[config.mk]
export PLATFORM = sky130hd
export DESIGN_NAME = cad_decoder_flat
export DESIGN_NICKNAME = d
export VERILOG_FILES = /design/src/cad_pkg.sv /design/src/cad_if.sv /design/src/cad_decoder.sv /design/src/flat_wrapper.sv
export SDC_FILE = /design/constraint.sdc
export NUM_CORES = 1
export LEC_CHECK = 0
export ABC_AREA = 1
export BUFFER_PORTS_ARGS = -buffer_cell sky130_fd_sc_hd__buf_2
export CORE_AREA = 2 2 113 115
export DETAILED_ROUTE_END_ITERATION = 12
export DIE_AREA = 0 0 115 117
export GPL_TIMING_DRIVEN = 0
export PLACE_DENSITY_LB_ADDON = 0.05
export SLEW_MARGIN = 20
export SYNTH_ARGS = -nofsm -noshare
export SYNTH_HDL_FRONTEND = slang
export SYNTH_SLANG_ARGS = --single-unit
[constraint.sdc]
create_clock -name clk_in -period 1.5 [get_ports clk_in]
set_input_delay 0.3 -clock clk_in [delete_from_list [all_inputs] [get_ports clk_in]]
set_output_delay 0.3 -clock clk_in [all_outputs]
set_load 0.05 [all_outputs]
[src/cad_pkg.sv]
// Shared constants and types for the core address decoder.
// Assumes a 21-bit byte address from the processor core.
package cad_pkg;

  localparam int CAD_AW = 21;
  localparam int CAD_DW = 16;

  // ==========================================================
  // Address ranges
  localparam logic [20:0] CAD_BASE_LO = 21'h000000;
  localparam logic [20:0] CAD_BASE_HI = 21'h00DFFF;
  localparam logic [20:0] CAD_BOOT_HI = 21'h000FFF;
  localparam logic [20:0] CAD_LOWX_LO = 21'h001000;
  localparam logic [20:0] CAD_RAM_LO = 21'h00F000;
  localparam logic [20:0] CAD_RAM_HI = 21'h00F7FF;
  localparam logic [20:0] CAD_FLC_LO = 21'h00F880;
  localparam logic [20:0] CAD_FLC_HI = 21'h00F8FF;
  localparam logic [20:0] CAD_SHB_LO = 21'h00F900;
  localparam logic [20:0] CAD_SHB_HI = 21'h00F90A;
  localparam logic [20:0] CAD_BUI_LO = 21'h00F980;
  localparam logic [20:0] CAD_BUI_HI = 21'h00F98F;
  localparam logic [20:0] CAD_DMA_LO = 21'h00FA00;
  localparam logic [20:0] CAD_DMA_HI = 21'h00FA7F;
  localparam logic [20:0] CAD_IOX_LO = 21'h00FB00;
  localparam logic [20:0] CAD_IOX_HI = 21'h00FBFF;
  localparam logic [20:0] CAD_MOD_LO = 21'h00FC00;
  localparam logic [20:0] CAD_MOD_HI = 21'h00FFFF;
  localparam logic [20:0] CAD_HIB_LO = 21'h010000;
  localparam logic [20:0] CAD_HIB_HI = 21'h0FFFFF;
  localparam logic [20:0] CAD_EXP_LO = 21'h100000;
  localparam logic [20:0] CAD_EXP_HI = 21'h1FFFFF;
  localparam logic [20:0] CAD_FAST_HI = 21'h00FFFF;

  // Expansion memory offset mask, 1 Mbyte
  localparam logic [19:0] CAD_EXP_MASK = 20'hFFFFF;

  // Reset value of captured environment
  localparam logic [1:0] CAD_ENV_RST = 2'h0;

  // ==========================================================
  // Environments, variants, targets
  typedef enum logic [1:0] {
    CAD_ENV_INTERNAL_ROM,
    CAD_ENV_ON_BOARD_DEBUG,
    CAD_ENV_EMULATION_BOARD
  } cad_env_t;

  typedef enum logic {
    CAD_VAR_FLASH56K,
    CAD_VAR_BOOTROM
  } cad_var_t;

  typedef enum logic [3:0] {
    CAD_TGT_NONE,
    CAD_TGT_BASE_INT,
    CAD_TGT_BASE_EXT,
    CAD_TGT_RAM,
    CAD_TGT_FLASH_CTL,
    CAD_TGT_SHBIOS,
    CAD_TGT_BUS_IF,
    CAD_TGT_DMA,
    CAD_TGT_IO_EXP,
    CAD_TGT_MODULES,
    CAD_TGT_EXP_MEM
  } cad_tgt_t;

  // Register access kinds
  typedef enum logic [2:0] {
    CAD_ACC_RW,
    CAD_ACC_RO,
    CAD_ACC_WO,
    CAD_ACC_SPLIT,
    CAD_ACC_W1C
  } cad_acc_t;

endpackage

[src/cad_if.sv]
// Core-to-target access channel of the address decoder.
// Assumes both ends share clk and one synchronous reset.
`timescale 1ns/100ps
interface cad_if;
  import cad_pkg::*;
  logic req;
  logic wr;
  logic word;
  logic [CAD_AW-1:0] addr;
  logic [CAD_DW-1:0] wdata;
  logic ack;
  logic [CAD_DW-1:0] rdata;
  logic reserved_hit;

  modport decoder (
    input req, wr, word, addr, wdata,
    output ack, rdata, reserved_hit
  );
  modport core (
    output req, wr, word, addr, wdata,
    input ack, rdata, reserved_hit
  );
endinterface

[src/cad_decoder.sv]
// Core address decoder: routes each core access to one target.
// Assumes environment straps are stable while reset is held.
`timescale 1ns/100ps
// Function
// - One 2 Mbyte space for code and data
// - Low 64K data accesses flagged fast
// - Base memory internal or external by environment
// - Flash variant: 000000-00DFFF is base memory
// - 00F000-00F7FF selects system RAM
// - 00F880-00F8FF selects flash control block
// - 00F900-00F90A selects shared BIOS block
// - 00F980-00F98F selects bus interface unit
// - 00FA00-00FA7F selects DMA controller block
// - 00FB00-00FBFF selects I/O expansion window
// - 00FC00-00FFFF selects module registers
// - 010000-0FFFFF reserved, or external base memory
// - 100000-1FFFFF selects expansion memory, large package
// - Boot variant: 4K base, rest expansion
// - Boot variant expansion 1 Mbyte, aliased
// - Core avoids reserved addresses
// - Memories take byte and word accesses
// - Register width matches transaction width
// - No reads of write-only, writes of read-only
// - Write one clears bit, zero leaves; a hardware set in the same cycle wins
// - Split address: read one, write another
// - Reserved bits written zero, read undefined
module cad_decoder
  import cad_pkg::*;
#(
  parameter cad_var_t VARIANT = CAD_VAR_FLASH56K,
  parameter bit LARGE_PKG = 1'b1
) (
  // Clock and reset
  input wire logic clk_in,
  input wire logic rst_b_in,
  // Environment straps
  input wire logic [1:0] env_strap_in,
  // Target selects
  output cad_tgt_t target_out,
  output logic [CAD_AW-1:0] target_addr_out,
  output logic sel_valid_out,
  output logic sel_wr_out,
  output logic sel_word_out,
  output logic [CAD_DW-1:0] sel_wdata_out,
  output logic fast_data_out,
  // Target answer
  input wire logic [CAD_DW-1:0] tgt_rdata_in,
  // Register block bookkeeping
  output logic [CAD_DW-1:0] w1c_stat_out,
  output logic [CAD_DW-1:0] split_wr_reg_out,
  output cad_env_t env_out,
  // Hardware event set for the clear-on-one register
  input wire logic [CAD_DW-1:0] w1c_set_in,
  // Read-side value of split register
  input wire logic [CAD_DW-1:0] split_rd_val_in,
  // Channel
  cad_if.decoder bus
);

  logic [1:0] strap_s1;
  logic [1:0] strap_s2;
  logic env_taken;
  logic ack;
  logic [CAD_DW-1:0] rdata;
  logic reserved_hit;
  cad_tgt_t next_target;
  logic [CAD_AW-1:0] next_taddr;

  assign bus.ack = ack;
  assign bus.rdata = rdata;
  assign bus.reserved_hit = reserved_hit;

  function automatic logic in_rng(input logic [20:0] a, input logic [20:0] lo, input logic [20:0] hi);
    in_rng = (a >= lo) && (a <= hi);
  endfunction

  // ==========================================================
  // Environment capture at reset release
  always_ff @(posedge clk_in) begin
    strap_s1 <= env_strap_in;
    strap_s2 <= strap_s1;
  end

  always_ff @(posedge clk_in) begin
    if (!rst_b_in) begin
      env_taken <= 1'b0;
      env_out <= cad_env_t'(CAD_ENV_RST);
    end else if (!env_taken) begin
      env_taken <= 1'b1;
      case (strap_s2)
        2'h1: env_out <= CAD_ENV_ON_BOARD_DEBUG;
        2'h2: env_out <= CAD_ENV_EMULATION_BOARD;
        default: env_out <= CAD_ENV_INTERNAL_ROM;
      endcase
    end
  end

  // ==========================================================
  // Address decode
  always_comb begin
    logic ext_env;
    ext_env = (env_out == CAD_ENV_EMULATION_BOARD);
    next_target = CAD_TGT_NONE;
    next_taddr = bus.addr;
    if (in_rng(bus.addr, CAD_RAM_LO, CAD_RAM_HI)) begin
      next_target = CAD_TGT_RAM;
    end else if (in_rng(bus.addr, CAD_FLC_LO, CAD_FLC_HI)) begin
      next_target = CAD_TGT_FLASH_CTL;
    end else if (in_rng(bus.addr, CAD_SHB_LO, CAD_SHB_HI)) begin
      next_target = CAD_TGT_SHBIOS;
    end else if (in_rng(bus.addr, CAD_BUI_LO, CAD_BUI_HI)) begin
      next_target = CAD_TGT_BUS_IF;
    end else if (in_rng(bus.addr, CAD_DMA_LO, CAD_DMA_HI)) begin
      next_target = CAD_TGT_DMA;
    end else if (in_rng(bus.addr, CAD_IOX_LO, CAD_IOX_HI)) begin
      next_target = CAD_TGT_IO_EXP;
    end else if (in_rng(bus.addr, CAD_MOD_LO, CAD_MOD_HI)) begin
      next_target = CAD_TGT_MODULES;
    end else if (in_rng(bus.addr, CAD_EXP_LO, CAD_EXP_HI)) begin
      if (LARGE_PKG) begin
        next_target = CAD_TGT_EXP_MEM;
        next_taddr = {1'b0, bus.addr[19:0] & CAD_EXP_MASK};
      end
    end else if (VARIANT == CAD_VAR_BOOTROM) begin
      if (in_rng(bus.addr, CAD_BASE_LO, CAD_BOOT_HI)) begin
        next_target = ext_env ? CAD_TGT_BASE_EXT : CAD_TGT_BASE_INT;
      end else if (in_rng(bus.addr, CAD_LOWX_LO, CAD_BASE_HI) || in_rng(bus.addr, CAD_HIB_LO, CAD_HIB_HI)) begin
        if (LARGE_PKG) begin
          next_target = CAD_TGT_EXP_MEM;
          next_taddr = {1'b0, bus.addr[19:0] & CAD_EXP_MASK};
        end
      end
    end else begin
      if (in_rng(bus.addr, CAD_BASE_LO, CAD_BASE_HI)) begin
        next_target = ext_env ? CAD_TGT_BASE_EXT : CAD_TGT_BASE_INT;
      end else if (in_rng(bus.addr, CAD_HIB_LO, CAD_HIB_HI) && ext_env) begin
        next_target = CAD_TGT_BASE_EXT;
      end
    end
  end

  // ==========================================================
  // Target strobe, one cycle per request
  always_ff @(posedge clk_in) begin
    if (!rst_b_in) begin
      target_out <= CAD_TGT_NONE;
      target_addr_out <= '0;
      sel_valid_out <= 1'b0;
      sel_wr_out <= 1'b0;
      sel_word_out <= 1'b0;
      sel_wdata_out <= '0;
      fast_data_out <= 1'b0;
    end else begin
      // Ack is registered, so skip the edge right after a take
      sel_valid_out <= bus.req && !ack && !sel_valid_out;
      if (bus.req && !ack && !sel_valid_out) begin
        target_out <= next_target;
        target_addr_out <= next_taddr;
        sel_wr_out <= bus.wr;
        sel_word_out <= bus.word;
        sel_wdata_out <= bus.wdata;
        fast_data_out <= (bus.addr <= CAD_FAST_HI);
      end
    end
  end

  // ==========================================================
  // Answer: one cycle after the strobe
  always_ff @(posedge clk_in) begin
    if (!rst_b_in) begin
      ack <= 1'b0;
      rdata <= '0;
      reserved_hit <= 1'b0;
    end else begin
      ack <= sel_valid_out;
      reserved_hit <= sel_valid_out && (target_out == CAD_TGT_NONE);
      if (sel_valid_out) begin
        if (target_out == CAD_TGT_NONE) begin
          rdata <= '0;
        end else if (target_out == CAD_TGT_SHBIOS && target_addr_out == CAD_SHB_LO) begin
          rdata <= w1c_stat_out;
        end else if (target_out == CAD_TGT_SHBIOS && target_addr_out == CAD_SHB_LO + 21'h2) begin
          rdata <= split_rd_val_in;
        end else begin
          rdata <= tgt_rdata_in;
        end
      end
    end
  end

  // ==========================================================
  // Example register conventions in the shared block
  always_ff @(posedge clk_in) begin
    if (!rst_b_in) begin
      w1c_stat_out <= '0;
    end else if (sel_valid_out && sel_wr_out && target_out == CAD_TGT_SHBIOS && target_addr_out == CAD_SHB_LO) begin
      w1c_stat_out <= (w1c_stat_out & ~sel_wdata_out) | w1c_set_in;
    end else begin
      w1c_stat_out <= w1c_stat_out | w1c_set_in;
    end
  end

  always_ff @(posedge clk_in) begin
    if (!rst_b_in) begin
      split_wr_reg_out <= '0;
    end else if (sel_valid_out && sel_wr_out && target_out == CAD_TGT_SHBIOS
                 && target_addr_out == CAD_SHB_LO + 21'h2) begin
      split_wr_reg_out <= sel_wdata_out;
    end
  end

endmodule

[src/flat_wrapper.sv]
// flat-port wrapper written by rule: the top's interface ports become plain ports
module cad_decoder_flat import cad_pkg::*;
#(
  parameter cad_var_t VARIANT = CAD_VAR_FLASH56K,
  parameter bit LARGE_PKG = 1'b1
)
  (clk_in, rst_b_in, env_strap_in, target_out, target_addr_out, sel_valid_out, sel_wr_out, sel_word_out, sel_wdata_out, fast_data_out, tgt_rdata_in, w1c_stat_out, split_wr_reg_out, env_out, w1c_set_in, split_rd_val_in, bus_req, bus_wr, bus_word, bus_addr, bus_wdata, bus_ack, bus_rdata, bus_reserved_hit);
  cad_if bus_i ();
  input wire logic clk_in;
  input wire logic rst_b_in;
  input wire logic [1:0] env_strap_in;
  output cad_tgt_t target_out;
  output logic [CAD_AW-1:0] target_addr_out;
  output logic sel_valid_out;
  output logic sel_wr_out;
  output logic sel_word_out;
  output logic [CAD_DW-1:0] sel_wdata_out;
  output logic fast_data_out;
  input wire logic [CAD_DW-1:0] tgt_rdata_in;
  output logic [CAD_DW-1:0] w1c_stat_out;
  output logic [CAD_DW-1:0] split_wr_reg_out;
  output cad_env_t env_out;
  input wire logic [CAD_DW-1:0] w1c_set_in;
  input wire logic [CAD_DW-1:0] split_rd_val_in;
  input wire logic [$bits(bus_i.req)-1:0] bus_req;
  input wire logic [$bits(bus_i.wr)-1:0] bus_wr;
  input wire logic [$bits(bus_i.word)-1:0] bus_word;
  input wire logic [$bits(bus_i.addr)-1:0] bus_addr;
  input wire logic [$bits(bus_i.wdata)-1:0] bus_wdata;
  output wire logic [$bits(bus_i.ack)-1:0] bus_ack;
  output wire logic [$bits(bus_i.rdata)-1:0] bus_rdata;
  output wire logic [$bits(bus_i.reserved_hit)-1:0] bus_reserved_hit;
  assign bus_i.req = bus_req;
  assign bus_i.wr = bus_wr;
  assign bus_i.word = bus_word;
  assign bus_i.addr = bus_addr;
  assign bus_i.wdata = bus_wdata;
  assign bus_ack = bus_i.ack;
  assign bus_rdata = bus_i.rdata;
  assign bus_reserved_hit = bus_i.reserved_hit;
  cad_decoder #(.VARIANT(VARIANT), .LARGE_PKG(LARGE_PKG)) u_core (.clk_in(clk_in), .rst_b_in(rst_b_in), .env_strap_in(env_strap_in), .target_out(target_out), .target_addr_out(target_addr_out), .sel_valid_out(sel_valid_out), .sel_wr_out(sel_wr_out), .sel_word_out(sel_word_out), .sel_wdata_out(sel_wdata_out), .fast_data_out(fast_data_out), .tgt_rdata_in(tgt_rdata_in), .w1c_stat_out(w1c_stat_out), .split_wr_reg_out(split_wr_reg_out), .env_out(env_out), .w1c_set_in(w1c_set_in), .split_rd_val_in(split_rd_val_in), .bus(bus_i));
endmodule
Word-level counts from Yosys, hierarchy flattened

Cells that the tools add are included.
W data, S select, Z words.

Flip-flop bits (word level): 102
Bits in latches: 0
Memory bits (writable): 0
ROM bits: 0
Input port bits: 92
Output and inout bits: 97
Memories: 0

$add $sub $neg: 0
Multipliers: 0
Divide/modulo/power cells: 0
$lt $le $gt $ge: 20
Eq/ne operators: 6
Shifts and indexed selects: 0
Multiplexer cells: 25
Bitwise operators: 4
Reduce and logical (&&, ||, !) cells: 23

Operators by type and width:

| cell                   | number |
|---|---|
| $le A21 B16 Y1 const B | 8 |
| $mux W21               | 8 |
| $ge A21 B16 Y1 const B | 7 |
| $mux W16               | 4 |
| $eq A21 B16 Y1 const B | 2 |
| $mux W4                | 9 |
| $or A16 B16 Y16        | 2 |
| $ge A21 B1 Y1 const B  | 1 |
| $ge A21 B17 Y1 const B | 1 |
| $ge A21 B21 Y1 const B | 1 |
| $le A21 B20 Y1 const B | 1 |
| $le A21 B21 Y1 const B | 1 |
| $logic_and A1 B1 Y1    | 20 |
| $and A16 B16 Y16       | 1 |
| $not A16 Y16           | 1 |
| $eq A2 B2 Y1 const B   | 2 |
| $eq A4 B3 Y1 const B   | 1 |
| $logic_not A4 Y1       | 1 |
| $mux W2                | 2 |
| $pmux W2 S2            | 1 |
| $eq A2 B1 Y1 const B   | 1 |
| $logic_not A1 Y1       | 2 |
| $mux W1                | 1 |

Logic depth before layout (Yosys ltp)

Word-level depth: 13
Gate-level depth with buffers: 11

Worst setup path before layout

OpenSTA, ideal clock, no wires.

Path type: reg-to-reg
From: reg u_core.target_addr_out[13]
To: reg u_core.split_wr_reg_out[0]
Data arrival time: 1699 ps
Path slack: -313 ps
Stages on the path, launching flop included: 9
Cells stage by stage: dfxtp_1 -> inv_1 -> nor2_1 -> nand4_1 -> nor2_4 -> nand4_2 -> clkbuf_1 -> nor2_1 -> nor2_1

Cells in the longest elaborated chain, start to end: 2

RTL lines:

| item                     | line               | text |
|---|---|---|
| start: declaration       | cad_decoder.sv:40  | `output logic [CAD_AW-1:0] target_addr_out,` |
| start signal: assignment | cad_decoder.sv:158 | `target_addr_out <= next_taddr;` |
| $eq A21 B16 Y1           | cad_decoder.sv:207 | `&& target_addr_out == CAD_SHB_LO + 21'h2) begin` |
| $logic_and A1 B1 Y1      | cad_decoder.sv:207 |  |
| end signal: assignment   | cad_decoder.sv:208 | `split_wr_reg_out <= sel_wdata_out;` |
| end: declaration         | cad_decoder.sv:50  | `output logic [CAD_DW-1:0] split_wr_reg_out,` |

Every way passes these cells.
A chain may end at the register's enable or synchronous reset.

Final worst setup path

From: reg u_core.target_addr_out[14]
To: reg u_core.split_wr_reg_out[7]

Same word-level chain as after synthesis.

==> metrics.yaml <==
floorplanning:
  initial_utilization_pct: 38.98
  coreArea_mm2: 0.01231
  num_rows: 41
  die_y_um: 117
  io_pins: 189
  dieArea_mm2: 0.01346
  die_w_um: 115
power_and_ir_drop:
  p_leak_nw: 3.643
  irDropWorstVdd_mv: 0.5994
  finalPower_mw: 6.901
  powerDensity_mw_per_mm2: 1018
timing:
  finalCriticalPeriod_ns: 1.597
  post-route-period-util_pct: 106.4
  finalClockSkew_ns: 0.006800
  max_freq_mhz: 626.3
  slew_headroom_pct: 49.37
  fin_setup_tns_ns: -2.206
  finalHoldViolations: 0
  setup_viol: 48
  rsz0062_at_grt: "true"
  worst_pin_slew_ns: 0.7595
  whs_ns: 0.04747
  setup_ws_ns: -0.09664
  finalMaxSlewViolations: 0
synth:
  avgSynthCellArea_um2: 6.685
  yosysTopAreaCellShare_pct: 42.54
  ys_types: 31
  ys_ff_latch: 102
  synthTopCellsByCount: "nand2_1 (165), inv_1 (133), dfxtp_1 (102), nor2_1 (74), a21oi_1 (65)"
  ys_seq_area_share_pct: 42.54
  synth_cells: 718
  synth_area_leaders: "dfxtp_1 (43%), nand2_1 (13%), inv_1 (10%)"
  synth_area_mm2: 0.004800
  yosysWarnings: 0
  synth_most_common_cell: "nand2_1"
  synth-edff-count: 0
  ys.flop_type: "dfxtp_1"
  synth_top_cell_by_area: "dfxtp_1"
  async_flop_share_pct: 0
  syn_nets: 810
worst_setup_path:
  startpoint_type: "flip-flop"
  crit_fanout: 10
  cp.required_ns: 1.75
  cp.buffers_inverters: 3
  cp.arrival_ns: 1.84
  critPathKind: "reg -> reg"
  slowest_delay_ns: 0.36
  startpoint: "u_core.target_addr_out[14]"
  cp_slowest_cell: "dfxtp_4"
  ff2ff_path_depth: 9
  rr_endpoint: "u_core.split_wr_reg_out[7]"
  path_cells: "inv_4, nor3_2, nand2_1, nor2_4, buf_12, nand4_4, clkbuf_8, nor2_1, nor2_2"
  cp_top_family: "simple AND/OR/NAND/NOR gates"
  worst-path-stages: 9
  rr_startpoint: "u_core.target_addr_out[14]"
  r2r_setup_slack_ns: -0.1
  crit_path_end_kind: "flip-flop"
finish:
  num-nets-final: 1025
  fin_area_mm2: 0.006777
  fin_util_pct: 55.04
  syn_to_final_growth_pct: 41.19
  fin_cells: 1089
  drive_gt1_share_pct: 35.39
global_route:
  grt_overflow: 0
  grt_max_degree: 19
  grt_util_all_layers_pct: 23.66
  antenna_found_initial: 3
  grt_pass1_wl_mm: 24.43
  grt_pass1_vias: 4915
clocking:
  clock_path_buffers: 2
  numCtsBuffers: 9
  path_clk_slew_ns: 0.07
  cts-htree-levels: 3
  cts.sinks: 102
  tritoncts: "built"
  holdBufCountCts: 0
  cts-root-buf: "clkbuf_16"
  clk_latency_ns: 0.35
route:
  via_count: 5168
  drtAntennaViolNets: 0
  drc: 0
  via_per_inst: 4.746
  wl_per_cell_um: 14.77
  drt_iter0_markers: 261
  drt_wl_total_mm: 16.08
  first_pass_iters: 5
placement:
  placed_area_mm2: 0.006005
  portBuffers: 188
  gp_congestion: 0.8951
  pre_cts_ws_ns: -0.3418
  place_hpwl_mm: 12.69
  dp.cells: 1056
hold_path:
  holdCritPathClass: "in -> reg"
  hold_path_end: "u_core.strap_s1[0]"
  hp-start: "env_strap_in[0]"
  hold_depth: 1
run_status:
  status: "complete, but fails checks"
  violations: "setup timing"
job:
  max_cap_violations: 0
-- layer usage --
metal  vias to the layer above  wire length [um]  GRT usage (%)  share of wire, %
li1                       2664                 -              -                 -
met1                      2317              6895          28.58                43
met2                       155              7889          41.61                49
met3                        28               890          4.428               5.5
met4                         4               384          9.639               2.4
met5                         -                21              0              0.13
-- worst register-to-register path: stages (launching register included) --
cell and delay, ns:
dfxtp_4 0.36, inv_4 0.04, nor3_2 0.15, nand2_1 0.11, nor2_4 0.13, buf_12 0.14, nand4_4 0.17, clkbuf_8 0.22
nor2_1 0.12, nor2_2 0.05
-- state kept, by name (all words and copies together), names as in the netlist, 2 cells and up --
register,flops
u_core.target_out,4
u_core.env_out,2
u_core.w1c_stat_out,16
u_core.split_wr_reg_out,16
u_core.strap_s1,2
u_core.sel_wdata_out,16
u_core.bus.rdata,16
u_core.strap_s2,2
u_core.target_addr_out,21
-- layout by cell type (no fill, tap or decap), types with 2 or more instances in the layout --
master and instances:
a21oi_1 61, a21oi_2 12, buf_1 2, buf_12 2, buf_2 189, buf_4 11
buf_6 9, buf_8 4, clkbuf_1 12, clkbuf_16 9, clkbuf_2 4, clkbuf_8 2
dfxtp_1 75, dfxtp_2 18, dfxtp_4 9, inv_1 132, inv_2 5, inv_4 2
nand2_1 158, nand2_2 7, nand3_1 28, nand3_2 3, nand3_4 3, nand3b_1 16
nand4_1 4, nand4_4 2, nor2_1 68, nor2_2 5, nor2_4 5, nor3_1 2
nor3_2 3, nor3_4 2, o2111ai_1 2, o21ai_0 23, o21ai_1 20, o21ai_2 15
or2_2 2
-- report_power, final --
part | leakage (nW) | switching (mW) | internal (mW)
logic | 2.63 | 1.03 | 0.393
registers | 0.852 | 0.157 | 2.87
clock network | 0.158 | 1.08 | 1.37
-- cell families (layout without fill, tap and decap cells) --
| logic type | Yosys count | after routing | share of synthesized area, % |
|---|---|---|---|
| AND/OR/NAND/NOR | 311 | 311 | 28.60 |
| buffers and inverters | 168 | 388 | 13.58 |
| AO/OA/AOI/OAI | 137 | 137 | 15.28 |
| flip-flops | 102 | 102 | 42.54 |
| other | 0 | 1 | 0 |
-- area by class of cell --
class | count | area, um^2
Antenna cell | 1 | 2.502
Buffer | 30 | 215.2
Clock buffer | 10 | 239.0
Clock inverter | 6 | 77.57
Fill cell | 1261 | 5535
Inverter | 138 | 520.5
Multi-Input combinational cell | 448 | 2335
Sequential cell | 102 | 2098
Tap cell | 150 | 187.7
Timing Repair Buffer | 204 | 1101
-- how the worst max path moves through the flow --
stage	slack, ns	endpoint
6_report	-0.1	u_core.split_wr_reg_out[7]
5_1_grt	-0.17	u_core.split_wr_reg_out[15]
4_1_cts	-0.10	u_core.split_wr_reg_out[7]
3_5_place_dp	-0.34	u_core.w1c_stat_out[14]
3_3_place_gp	-0.32	u_core.w1c_stat_out[5]
2_1_floorplan	-0.02	u_core.bus.rdata[6]
-- what timing repair did --
action | CTS | global route
cloned | 2 | 0
pin swaps | 15 | 8
gates resized for setup | 57 | 32
buffers inserted | 11 | 3
setup endpoints to repair | 93 | 61
(Power assumes the default switching activity.)
